## src/shared/asrc_pkg.sv

```systemverilog
// Package: constants and types for the asynchronous SRAM host controller
package asrc_pkg;

  // ***************************************************************
  // Array shape
  // ***************************************************************
  localparam int ADDR_W = 15;
  localparam int DATA_W = 9;

  // ***************************************************************
  // Timing (ns as printed, cycles derived from the 50 MHz clock)
  // ***************************************************************
  localparam int CLK_PERIOD_NS = 20;
  localparam int T_CYCLE_MIN_NS = 12;
  localparam int T_ACCESS_MAX_NS = 12;
  localparam int T_WPULSE_MIN_NS = 10;
  localparam int T_DSETUP_MIN_NS = 6;
  localparam int T_RECOVER_MIN_NS = 7;
  localparam int RD_WAIT_CYC =
    (T_ACCESS_MAX_NS + CLK_PERIOD_NS - 1) / CLK_PERIOD_NS + 1;
  localparam int WR_PULSE_CYC =
    (T_WPULSE_MIN_NS + CLK_PERIOD_NS - 1) / CLK_PERIOD_NS;
  localparam int RECOVER_CYC =
    (T_RECOVER_MIN_NS + CLK_PERIOD_NS - 1) / CLK_PERIOD_NS;
  localparam int CNT_W = 4;

  // ***************************************************************
  // Types
  // ***************************************************************
  typedef enum logic [2:0] {
    ASRC_IDLE,
    ASRC_RD,
    ASRC_WR_SETUP,
    ASRC_WR_PULSE,
    ASRC_WR_END,
    ASRC_RECOVER
  } asrc_state_t;

endpackage : asrc_pkg

```

## src/shared/asrc_cnt_if.sv

```systemverilog
// Interface: load and done between the controller and its cycle timer
interface asrc_cnt_if;
  import asrc_pkg::*;
  logic             load;
  logic [CNT_W-1:0] value;
  logic             done;
  modport ctrl  (output load, output value, input done);
  modport timer (input load, input value, output done);
endinterface : asrc_cnt_if

```

## src/design/asrc_timer.sv

```systemverilog
// Down counter that times the read wait, write pulse and recovery phases of a memory cycle
module asrc_timer (
  input  wire logic clock_in,
  input  wire logic arst_n_in,
  asrc_cnt_if.timer cnt
);
  import asrc_pkg::*;

  logic [CNT_W-1:0] count_q;

  always_ff @(posedge clock_in or negedge arst_n_in) begin
    if (!arst_n_in) begin
      count_q <= '0;
    end else if (cnt.load) begin
      count_q <= cnt.value;
    end else if (count_q != '0) begin
      count_q <= count_q - 4'h1;
    end
  end

  // Done looks at the count alone: the sequencer derives load from done,
  // so feeding load back here would close a combinational loop
  assign cnt.done = (count_q == '0);

endmodule // asrc_timer

```

## src/design/asrc_host.sv

```systemverilog
// Host controller that drives a 32K-word asynchronous static RAM
module asrc_host (
  input  wire logic                          clock_in,
  input  wire logic                          arst_n_in,
  input  wire logic                          req_valid_in,
  input  wire logic                          req_write_in,
  input  wire logic [asrc_pkg::ADDR_W-1:0]   req_addr_in,
  input  wire logic [asrc_pkg::DATA_W-1:0]   req_wdata_in,
  output logic                               req_ready_out,
  output logic                               rsp_valid_out,
  output logic [asrc_pkg::DATA_W-1:0]        rsp_rdata_out,
  output logic [asrc_pkg::ADDR_W-1:0]        word_index_lines_out,
  output logic                               primary_select_n_out,
  output logic                               secondary_select_hi_out,
  output logic                               out_gate_n_out,
  output logic                               write_strobe_n_out,
  input  wire logic [asrc_pkg::DATA_W-1:0]   bidir_data_pins_in,
  output logic [asrc_pkg::DATA_W-1:0]        bidir_data_pins_out,
  output logic                               bidir_data_pins_oe_n_out
);
  import asrc_pkg::*;

  // ***************************************************************
  // State and pin registers
  // ***************************************************************
  asrc_state_t       state_q;
  logic [ADDR_W-1:0] addr_q;
  logic [DATA_W-1:0] wdata_q;
  logic [DATA_W-1:0] rdata_q;
  logic              sel_n_q;
  logic              gate_n_q;
  logic              wr_n_q;
  logic              drive_q;
  logic              rsp_q;
  logic [DATA_W-1:0] din_s1_q;
  logic [DATA_W-1:0] din_s2_q;
  logic              take;

  asrc_cnt_if cnt ();

  asrc_timer u_timer (
    .clock_in  (clock_in),
    .arst_n_in (arst_n_in),
    .cnt       (cnt)
  );

  // ***************************************************************
  // Request handshake
  // ***************************************************************
  assign req_ready_out = (state_q == ASRC_IDLE);
  assign take          = req_valid_in && req_ready_out;

  // ***************************************************************
  // Read data synchroniser
  // ***************************************************************
  // Pins are not timed against our clock, so two flops before use
  always_ff @(posedge clock_in or negedge arst_n_in) begin
    if (!arst_n_in) begin
      din_s1_q <= '0;
      din_s2_q <= '0;
    end else begin
      din_s1_q <= bidir_data_pins_in;
      din_s2_q <= din_s1_q;
    end
  end

  // ***************************************************************
  // Cycle sequencer
  // ***************************************************************
  always_comb begin
    cnt.load  = 1'b0;
    cnt.value = '0;
    unique case (state_q)
      ASRC_IDLE: begin
        if (take) begin
          cnt.load  = 1'b1;
          cnt.value = req_write_in ? CNT_W'(1) : CNT_W'(RD_WAIT_CYC);
        end
      end
      ASRC_WR_SETUP: begin
        cnt.load  = 1'b1;
        cnt.value = CNT_W'(WR_PULSE_CYC);
      end
      ASRC_RD, ASRC_WR_END: begin
        if (cnt.done) begin
          cnt.load  = 1'b1;
          cnt.value = CNT_W'(RECOVER_CYC);
        end
      end
      ASRC_WR_PULSE, ASRC_RECOVER: begin
      end
    endcase
  end

  always_ff @(posedge clock_in or negedge arst_n_in) begin
    if (!arst_n_in) begin
      state_q <= ASRC_IDLE;
    end else begin
      unique case (state_q)
        ASRC_IDLE: begin
          if (take) begin
            state_q <= req_write_in ? ASRC_WR_SETUP : ASRC_RD;
          end
        end
        ASRC_RD: begin
          if (cnt.done) begin
            state_q <= ASRC_RECOVER;
          end
        end
        ASRC_WR_SETUP: state_q <= ASRC_WR_PULSE;
        ASRC_WR_PULSE: begin
          if (cnt.done) begin
            state_q <= ASRC_WR_END;
          end
        end
        ASRC_WR_END: begin
          if (cnt.done) begin
            state_q <= ASRC_RECOVER;
          end
        end
        ASRC_RECOVER: begin
          if (cnt.done) begin
            state_q <= ASRC_IDLE;
          end
        end
      endcase
    end
  end

  // ***************************************************************
  // Address and write data
  // ***************************************************************
  // Address is latched at take and held until the next take, so it
  // changes on the same edge that select falls and is stable for the whole cycle
  always_ff @(posedge clock_in or negedge arst_n_in) begin
    if (!arst_n_in) begin
      addr_q  <= '0;
      wdata_q <= '0;
    end else if (take) begin
      addr_q  <= req_addr_in;
      if (req_write_in) begin
        wdata_q <= req_wdata_in;
      end
    end
  end

  // ***************************************************************
  // Control pins
  // ***************************************************************
  always_ff @(posedge clock_in or negedge arst_n_in) begin
    if (!arst_n_in) begin
      sel_n_q  <= 1'b1;
      gate_n_q <= 1'b1;
      wr_n_q   <= 1'b1;
      drive_q  <= 1'b0;
    end else begin
      unique case (state_q)
        ASRC_IDLE: begin
          sel_n_q  <= !(take);
          gate_n_q <= !(take && !req_write_in);
          wr_n_q   <= 1'b1;
          drive_q  <= take && req_write_in;
        end
        ASRC_WR_SETUP: begin
          wr_n_q <= 1'b0;
        end
        ASRC_WR_PULSE: begin
          // Strobe rises first; data held one more cycle as hold time
          if (cnt.done) begin
            wr_n_q <= 1'b1;
          end
        end
        ASRC_WR_END: begin
          sel_n_q <= 1'b1;
          drive_q <= 1'b0;
        end
        ASRC_RD: begin
          if (cnt.done) begin
            sel_n_q  <= 1'b1;
            gate_n_q <= 1'b1;
          end
        end
        ASRC_RECOVER: begin
        end
      endcase
    end
  end

  // ***************************************************************
  // Read response
  // ***************************************************************
  // Sampling through the synchroniser costs two cycles; the read
  // wait count already covers the access time plus that latency
  always_ff @(posedge clock_in or negedge arst_n_in) begin
    if (!arst_n_in) begin
      rdata_q <= '0;
      rsp_q   <= 1'b0;
    end else begin
      rsp_q <= (state_q == ASRC_RD) && cnt.done;
      if ((state_q == ASRC_RD) && cnt.done) begin
        rdata_q <= din_s2_q;
      end
    end
  end

  assign word_index_lines_out     = addr_q;
  assign primary_select_n_out     = sel_n_q;
  assign secondary_select_hi_out  = !sel_n_q;
  assign out_gate_n_out           = gate_n_q;
  assign write_strobe_n_out       = wr_n_q;
  assign bidir_data_pins_out      = wdata_q;
  assign bidir_data_pins_oe_n_out = !drive_q;
  assign rsp_valid_out            = rsp_q;
  assign rsp_rdata_out            = rdata_q;

endmodule // asrc_host

```

## config.mk

```make
export PLATFORM = sky130hd
export DESIGN_NAME = asrc_host
export DESIGN_NICKNAME = d
export VERILOG_FILES = /design/src/shared/asrc_pkg.sv /design/src/shared/asrc_cnt_if.sv /design/src/design/asrc_timer.sv /design/src/design/asrc_host.sv
export SDC_FILE = /design/constraint.sdc
export NUM_CORES = 1
export LEC_CHECK = 0
export ABC_AREA = 1
export BUFFER_PORTS_ARGS = -buffer_cell sky130_fd_sc_hd__buf_2
export CORE_MARGIN = 2
export CORE_UTILIZATION = 50
export DETAILED_ROUTE_END_ITERATION = 6
export GPL_ROUTABILITY_DRIVEN = 0
export PLACE_DENSITY_LB_ADDON = 0.05
export SETUP_SLACK_MARGIN = 0.1
export SYNTH_ARGS = -nofsm -noshare
export SYNTH_HDL_FRONTEND = slang
export SYNTH_SLANG_ARGS = --single-unit
export TNS_END_PERCENT = 1
```

## constraint.sdc

```tcl
create_clock -name clock_in -period 1.55 [get_ports clock_in]
set_clock_uncertainty 0.05 [all_clocks]
set_input_delay 0.31 -clock clock_in [delete_from_list [all_inputs] [get_ports clock_in]]
set_output_delay 0.31 -clock clock_in [all_outputs]
set_load 0.05 [all_outputs]
```

==> results of run 1 <==
power by group through the flow:
stage               clock [mW]  sequential, mW  combinational, mW
finish                    1.61            2.51               4.00
global route              1.72            2.57               4.30
detailed placement           0            2.53               3.61
floorplan                    0            3.99               1.31
global placement             0            2.52               3.56
CTS                       1.65            2.50               3.80
critical path: cells and delay by family, from the launching register on:
kind / cells / cell delay (ns)
buf+inv: 2 / 0.21
flops: 1 / 0.43
simple gates: 2 / 0.20
sequential cells by signal (all words and copies together), names as in the netlist, 3 cells and up:
| register | flops |
|---|---|
| bidir_data_pins_out | 9 |
| u_timer.count_q | 4 |
| din_s2_q | 9 |
| din_s1_q | 9 |
| rsp_rdata_out | 9 |
| word_index_lines_out | 15 |
| state_q | 3 |
what timing repair did:
item	4_1_cts	5_1_grt
hold buffers	1	0
pin swaps	2	4
hold endpoints to repair	10	0
resized for setup	9	32
setup buffers	4	0
setup endpoints to repair	18	48
worst max-delay path by stage:
stage | slack (ns) | end | startpoint
after floorplan | 0.20 | req_ready_out | state_q[1]
after global placement | 0.12 | req_ready_out | state_q[1]
after detailed placement | 0.07 | state_q[0] | u_timer.count_q[0]
after CTS | 0.009 | req_ready_out | state_q[0]
after global routing | -0.02 | req_ready_out | state_q[1]
final | 0.02 | req_ready_out | state_q[1]
cell type report:
| type | instances | area [sq um] | share of cell area (%) |
|---|---|---|---|
| Sequential cell | 63 | 1580 | 49.2 |
| Clock buffer | 11 | 151 | 4.71 |
| Multi-Input combinational cell | 158 | 737 | 22.9 |
| Tap cell | 54 | 67.6 | 2.10 |
| Clock inverter | 5 | 80.1 | 2.49 |
| Timing Repair Buffer | 86 | 526 | 16.4 |
| Inverter | 16 | 70.1 | 2.18 |
metrics by stage:
| stage | cell area, sq um | worst slack [ns] |
|---|---|---|
| 3_3_place_gp | 2840 | 0.119 |
| 6_report | 3210 | 0.0207 |
| 5_1_grt | 3210 | -0.0213 |
| 3_5_place_dp | 2840 | 0.0700 |
| 4_1_cts | 3130 | 0.00917 |
| 2_1_floorplan | 2370 | 0.197 |
routing by layer:
metal	routed length (microns)	up-vias	share of wire, %	global-route usage [%]
li1	-	927	-	-
met1	2180	882	43	23.9
met2	2480	53	50	30.6
met3	228	11	4.6	6.35
met4	114	0	2.3	10.1
met5	0	-	0	0
kinds of logic (layout without fill, tap and decap cells):
family                   Yosys count  after routing  synth area share, %
AO/OA/AOI/OAI                     11             11                 2.54
XOR/XNOR                           2              2                0.740
adder cells (fa/ha/maj)            1              1                0.528
buffers and inverters             22            118                 4.18
flip-flops                        63             63                 66.8
AND/OR/NAND/NOR                  144            144                 25.3
cells in the final DEF (no fill, tap or decap), drive strengths merged, types with 2 or more instances in the layout:
cell      instances
a21oi             2
buf              85
bufinv            2
clkbuf           11
clkinvlp          2
dfrtp            60
dfstp             3
inv              16
nand2           117
nand3             8
nand4             2
nor2             14
nor3              3
o21ai             7
xnor2             2
==> metrics.md, run 1 <==
| Metric | Value |
|---|---|
| WHS Endpoint | din_s1_q[7] |
| TritonCTS Sinks | 63 |
| Number of remaining DRC errors | 0 |
| Peak supply drop | ~1.4 mV |
| CP peak stage delay | about 0.43 ns |
| Worst r2r dst | state_q[0] |
| Psw | 3.84 mW |
| Syn. warnings | 0 |
| CTS Root Cell | clkbuf_8 |
| CTS clk-pin slew, worst paths | 0.07 ns |
| Total power | roughly 8.1 mW |
| CP Launch Type | flip-flop |
| Post-synth top flop | dfrtp_1 |
| Total GRT Usage | about a fifth |
| Fin util | slightly below 70% |
| Synth cell types | 22 |
| #FFs+latches synth | between 60 and 70 |
| TritonCTS Buffers | 9 |
| # IOs | 77 |
| Largest fanout on the critical path | 2 |
| Hold slack | roughly 0.031 ns |
| Vias | 1873 |
| Pleak | around 1.8 nW |
| Most common cell in the netlist | nand2_1 |
| Routed WL per cell | 12.7 microns |
| Core ar. | 4630 sq um |
| Pre-Repair DR Iteration Count | 4 |
| Share of layout cells above drive strength 1 | between 30% and 40% |
| # diodes | 0 |
| Power density over the cells | between 2000 and 3000 nW/um^2 |
| Area leader, netlist | dfrtp_1 |
| Logic pwr share | roughly half |
| GR Overflow Total | 0 |
| # setup viols final | 0 |
| Outcome | completed |
| Crit Path Category | reg -> out |
| Sequential-to-total area share from yosys stat | between 60% and 70% |
| Avg Cell Area, Syn | between 9 and 10 sq um |
| Cell count after synthesis | 243 |
| Area delta synth->final | 35.7% |
| H-tree levels | 3 |
| FMAX | 654 MHz |
| EDFF count, synth | 0 |
| Final WL | ~5.0 mm |
| Slew headroom | between 60% and 70% |
| Hold/Removal Path Class | in -> reg |
| Vias per cell | between 4 and 5 |
| IO buf count | 76 |
| Share of the synthesized area in the top cell type | a little under two thirds |
| Sw frac | a little under half |
| CP max-delay cell | dfrtp_2 |
| Placed insts | between 300 and 400 |
| Worst setup EP type | primary output |
| Largest net degree at the start of global routing | 35 |
| MaxCap Viol Count | 0 |
| RSZ-0062 raised after global routing | true |
| Synth top cells by count | nand2_1 (116), dfrtp_1 (60), inv_1 (13), nor2_1 (12) |
| Register-to-register setup slack | approximately 0.06 ns |
| Mapped cell area | about 2400 sq um |
| Drt initial violations | 76 |
| Pins over their slew limit | 0 |
| Slew @ Worst Pin | a little under 0.5 ns |
| Critical Path, Cell by Cell | nor2_4 > nand2_2 > inv_2 > buf_8 |
| Initial antenna violation count | 0 |
| Final std cells w/o fill | around 400 |
| Worst skew pair latency | around 0.33 ns |
| Hold Vio Cnt, Final | 0 |
| First-pass GRT wire length | between 7 and 8 mm |
| Die area | 5300 sq um |
| Fillers | 374 |
| Sequential Power Share | a little under a third |
| WP data required | ~1.2 ns |
| CTS Buffer Depth | 2 |
| Ys async rst share | 100% |
| Clock share of power | between 15 and 20% |
| Arrival @ worst endpoint | approximately 1.2 ns |
| Hold_sp | bidir_data_pins_in[7] |
| R2R depth | 5 |
| Tcrit/Tclk final | between 90% and 100% |
| Internal power | between 4 and 5 mW |
| Initial core utilization | 51.1% |
| Post-route minimum period | ~1.5 ns |
| RR Startpoint | state_q[0] |
| Fin nets | 372 |
| Synth Net Count | about 280 |
| Die width | between 70 and 80 microns |
| Setup TNS | 0 ns |
| CTS tree | built |
| Detail Route Antenna Nets | 0 |
| Row count | 25 |
| Detailed Place HPWL | around 3.2 mm |
| Vias in the first global route | approximately 1700 |
| Hold depth | 1 |
| Height of the die | around 73 microns |
| Top post-synthesis cells by area | dfrtp_1 (63%), nand2_1 (18%), dfstp_2 (3.3%) |
Note: power is estimated with default switching activity, not from simulation.
==> run 2, diff against run 1 <==
--- a/config.mk
+++ b/config.mk
@@ -7,8 +7,10 @@
 export LEC_CHECK = 0
 export ABC_AREA = 1
 export BUFFER_PORTS_ARGS = -buffer_cell sky130_fd_sc_hd__buf_2
+export CELL_PAD_IN_SITES_DETAIL_PLACEMENT = 1
+export CELL_PAD_IN_SITES_GLOBAL_PLACEMENT = 1
 export CORE_MARGIN = 2
-export CORE_UTILIZATION = 50
+export CORE_UTILIZATION = 37
 export DETAILED_ROUTE_END_ITERATION = 6
 export GPL_ROUTABILITY_DRIVEN = 0
 export PLACE_DENSITY_LB_ADDON = 0.05
==> metrics.md, run 2 (synthesized netlist as in run 1, its figures left out) <==
| Metric | Value |
|---|---|
| Area delta synth->final | 37.4% |
| # IOs | 77 |
| Final WL | about 5.6 mm |
| Die area | 7050 sq um |
| Detail Route Antenna Nets | 0 |
| Post-route cell area | roughly 3300 sq um |
| Row count | 29 |
| Hold Vio Cnt, Final | 0 |
| Pre-Repair DR Iteration Count | 4 |
| IO buf count | 76 |
| Fin nets | around 380 |
| Vias in the first global route | 1970 |
| Critical Path, Cell by Cell | nor2_4 > nand2_2 > inv_2 > buf_8 |
| Commonest cells after routing, fill and taps aside | nand2_1 (111), buf_2 (71), dfrtp_1 (58), nor2_1 (10), buf_4 (10) |
| Initial antenna violation count | 0 |
| CTS clk-pin slew, worst paths | 0.08 ns |
| Number of remaining DRC errors | 0 |
| Worst Slack Setup Final | 0.00736 ns |
| FMAX | around 650 MHz |
| DP Area | 2860 sq um |
| CTS Buffer Depth | 2 |
| Pins over their slew limit | 0 |
| MaxCap Viol Count | 0 |
| Pleak | ~1.8 nW |
| Post-route minimum period | roughly 1.5 ns |
| Outcome | completed |
| Hold depth | 1 |
| Largest register FFs | 15 |
| First-pass GRT wire length | 9.35 mm |
| Power density over the cells | 2470 nW/um^2 |
| Vias | between 1500 and 2000 |
| Worst skew pair latency | 0.34 ns |
| R2R depth | 8 |
| Drt initial violations | ~120 |
| Detailed Place HPWL | roughly 3.8 mm |
| Hold/Removal Path Class | in -> reg |
| Largest fanout on the critical path | 5 |
| H-tree levels | 3 |
| TritonCTS Buffers | 9 |
| Share of layout cells above drive strength 1 | 37.5% |
| Vias per cell | roughly 4.6 |
| Setup TNS | 0 ns |
| Fillers | 730 |
| Die width | approximately 84 microns |
| RSZ-0062 raised after global routing | true |
| CP Launch Type | flip-flop |
| Total power | 8.04 mW |
| Core ar. | approximately 6300 sq um |
| Initial core utilization | a little under two fifths |
| Crit Path Category | reg -> out |
| CP peak stage delay | approximately 0.45 ns |
| Routed WL per cell | about 13 microns |
| Fin util | 51.8% |
| Commonest non-fill, non-tap cell in the layout | nand2_1 |
| WP data required | about 1.2 ns |
| Worst slack, placed | a little under 0.02 ns |
| GR Overflow Total | 0 |
| Largest net degree at the start of global routing | 64 |
| Slew headroom | just under 80% |
| Worst setup EP type | primary output |
| # diodes | 0 |
| Peak supply drop | approximately 1.1 mV |
| Slew @ Worst Pin | approximately 0.33 ns |
| # setup viols final | 0 |
| CTS tree | built |
| Height of the die | between 80 and 90 microns |
| Total GRT Usage | between 15 and 20% |
| CTS Root Cell | clkbuf_8 |
| Arrival @ worst endpoint | 1.18 ns |
| TritonCTS Sinks | 63 |
| CP max-delay cell | dfrtp_2 |
| Tcrit/Tclk final | between 90% and 100% |
-- run 2: worst paths after layout --
kind,startpoint,endpoint,slack [ns]
max,state_q[1],req_ready_out,0.007
min,bidir_data_pins_in[3],din_s1_q[3],0.02
max reg2reg,state_q[1],u_timer.count_q[0],0.10
min reg2reg,din_s1_q[0],din_s2_q[0],0.30
max in group asynchronous,arst_n_in,primary_select_n_out,0.69
min in group asynchronous,arst_n_in,rsp_rdata_out[6],0.46
-- run 2: metal layers --
layer	up-vias	GRT usage (%)	wire length, microns
met4	0	7.18	94
met2	52	26.0	2700
li1	942	-	-
met5	-	0	0
met1	935	21.6	2450
met3	7	6.53	353
-- run 2: per-stage QoR --
step / instances / hold WS, ns
after CTS: 417 / 0.00696
final: 421 / 0.0167
after global routing: 421 / -0.00271
after global placement: 396 / 0.283
after detailed placement: 396 / 0.286
after floorplan: 243 / -0.0356
-- run 2: final cells by class --
| cell class | instances | area (sq um) | share of cell area, % |
|---|---|---|---|
| inverter | 16 | 67.6 | 2.08 |
| clock buffer | 10 | 128 | 3.92 |
| clock inverter | 6 | 68.8 | 2.12 |
| sequential | 63 | 1580 | 48.7 |
| multi-input combinational | 158 | 751 | 23.1 |
| tap | 77 | 96.3 | 2.96 |
| timing repair buffer | 91 | 558 | 17.2 |
-- run 2: where the power goes --
part	switching (mW)	leakage, nW	internal (mW)
Sequential	0.325	0.768	2.21
Clock	0.673	0.0968	0.751
Combinational	2.92	0.930	1.15
-- run 2: critical path, delay by kind of cell, from the launching register on --
kind	cells	cell delay, ns
buffers and inverters	2	0.21
DFF	1	0.45
and+or+nand+nor	2	0.20
-- run 2: timing repair --
item	4_1_cts	5_1_grt
endpoints found under the hold margin	60	3
hold buffers	1	3
resized for setup	25	14
pin swaps	2	5
endpoints found under the setup margin	19	46
buffers inserted	4	1
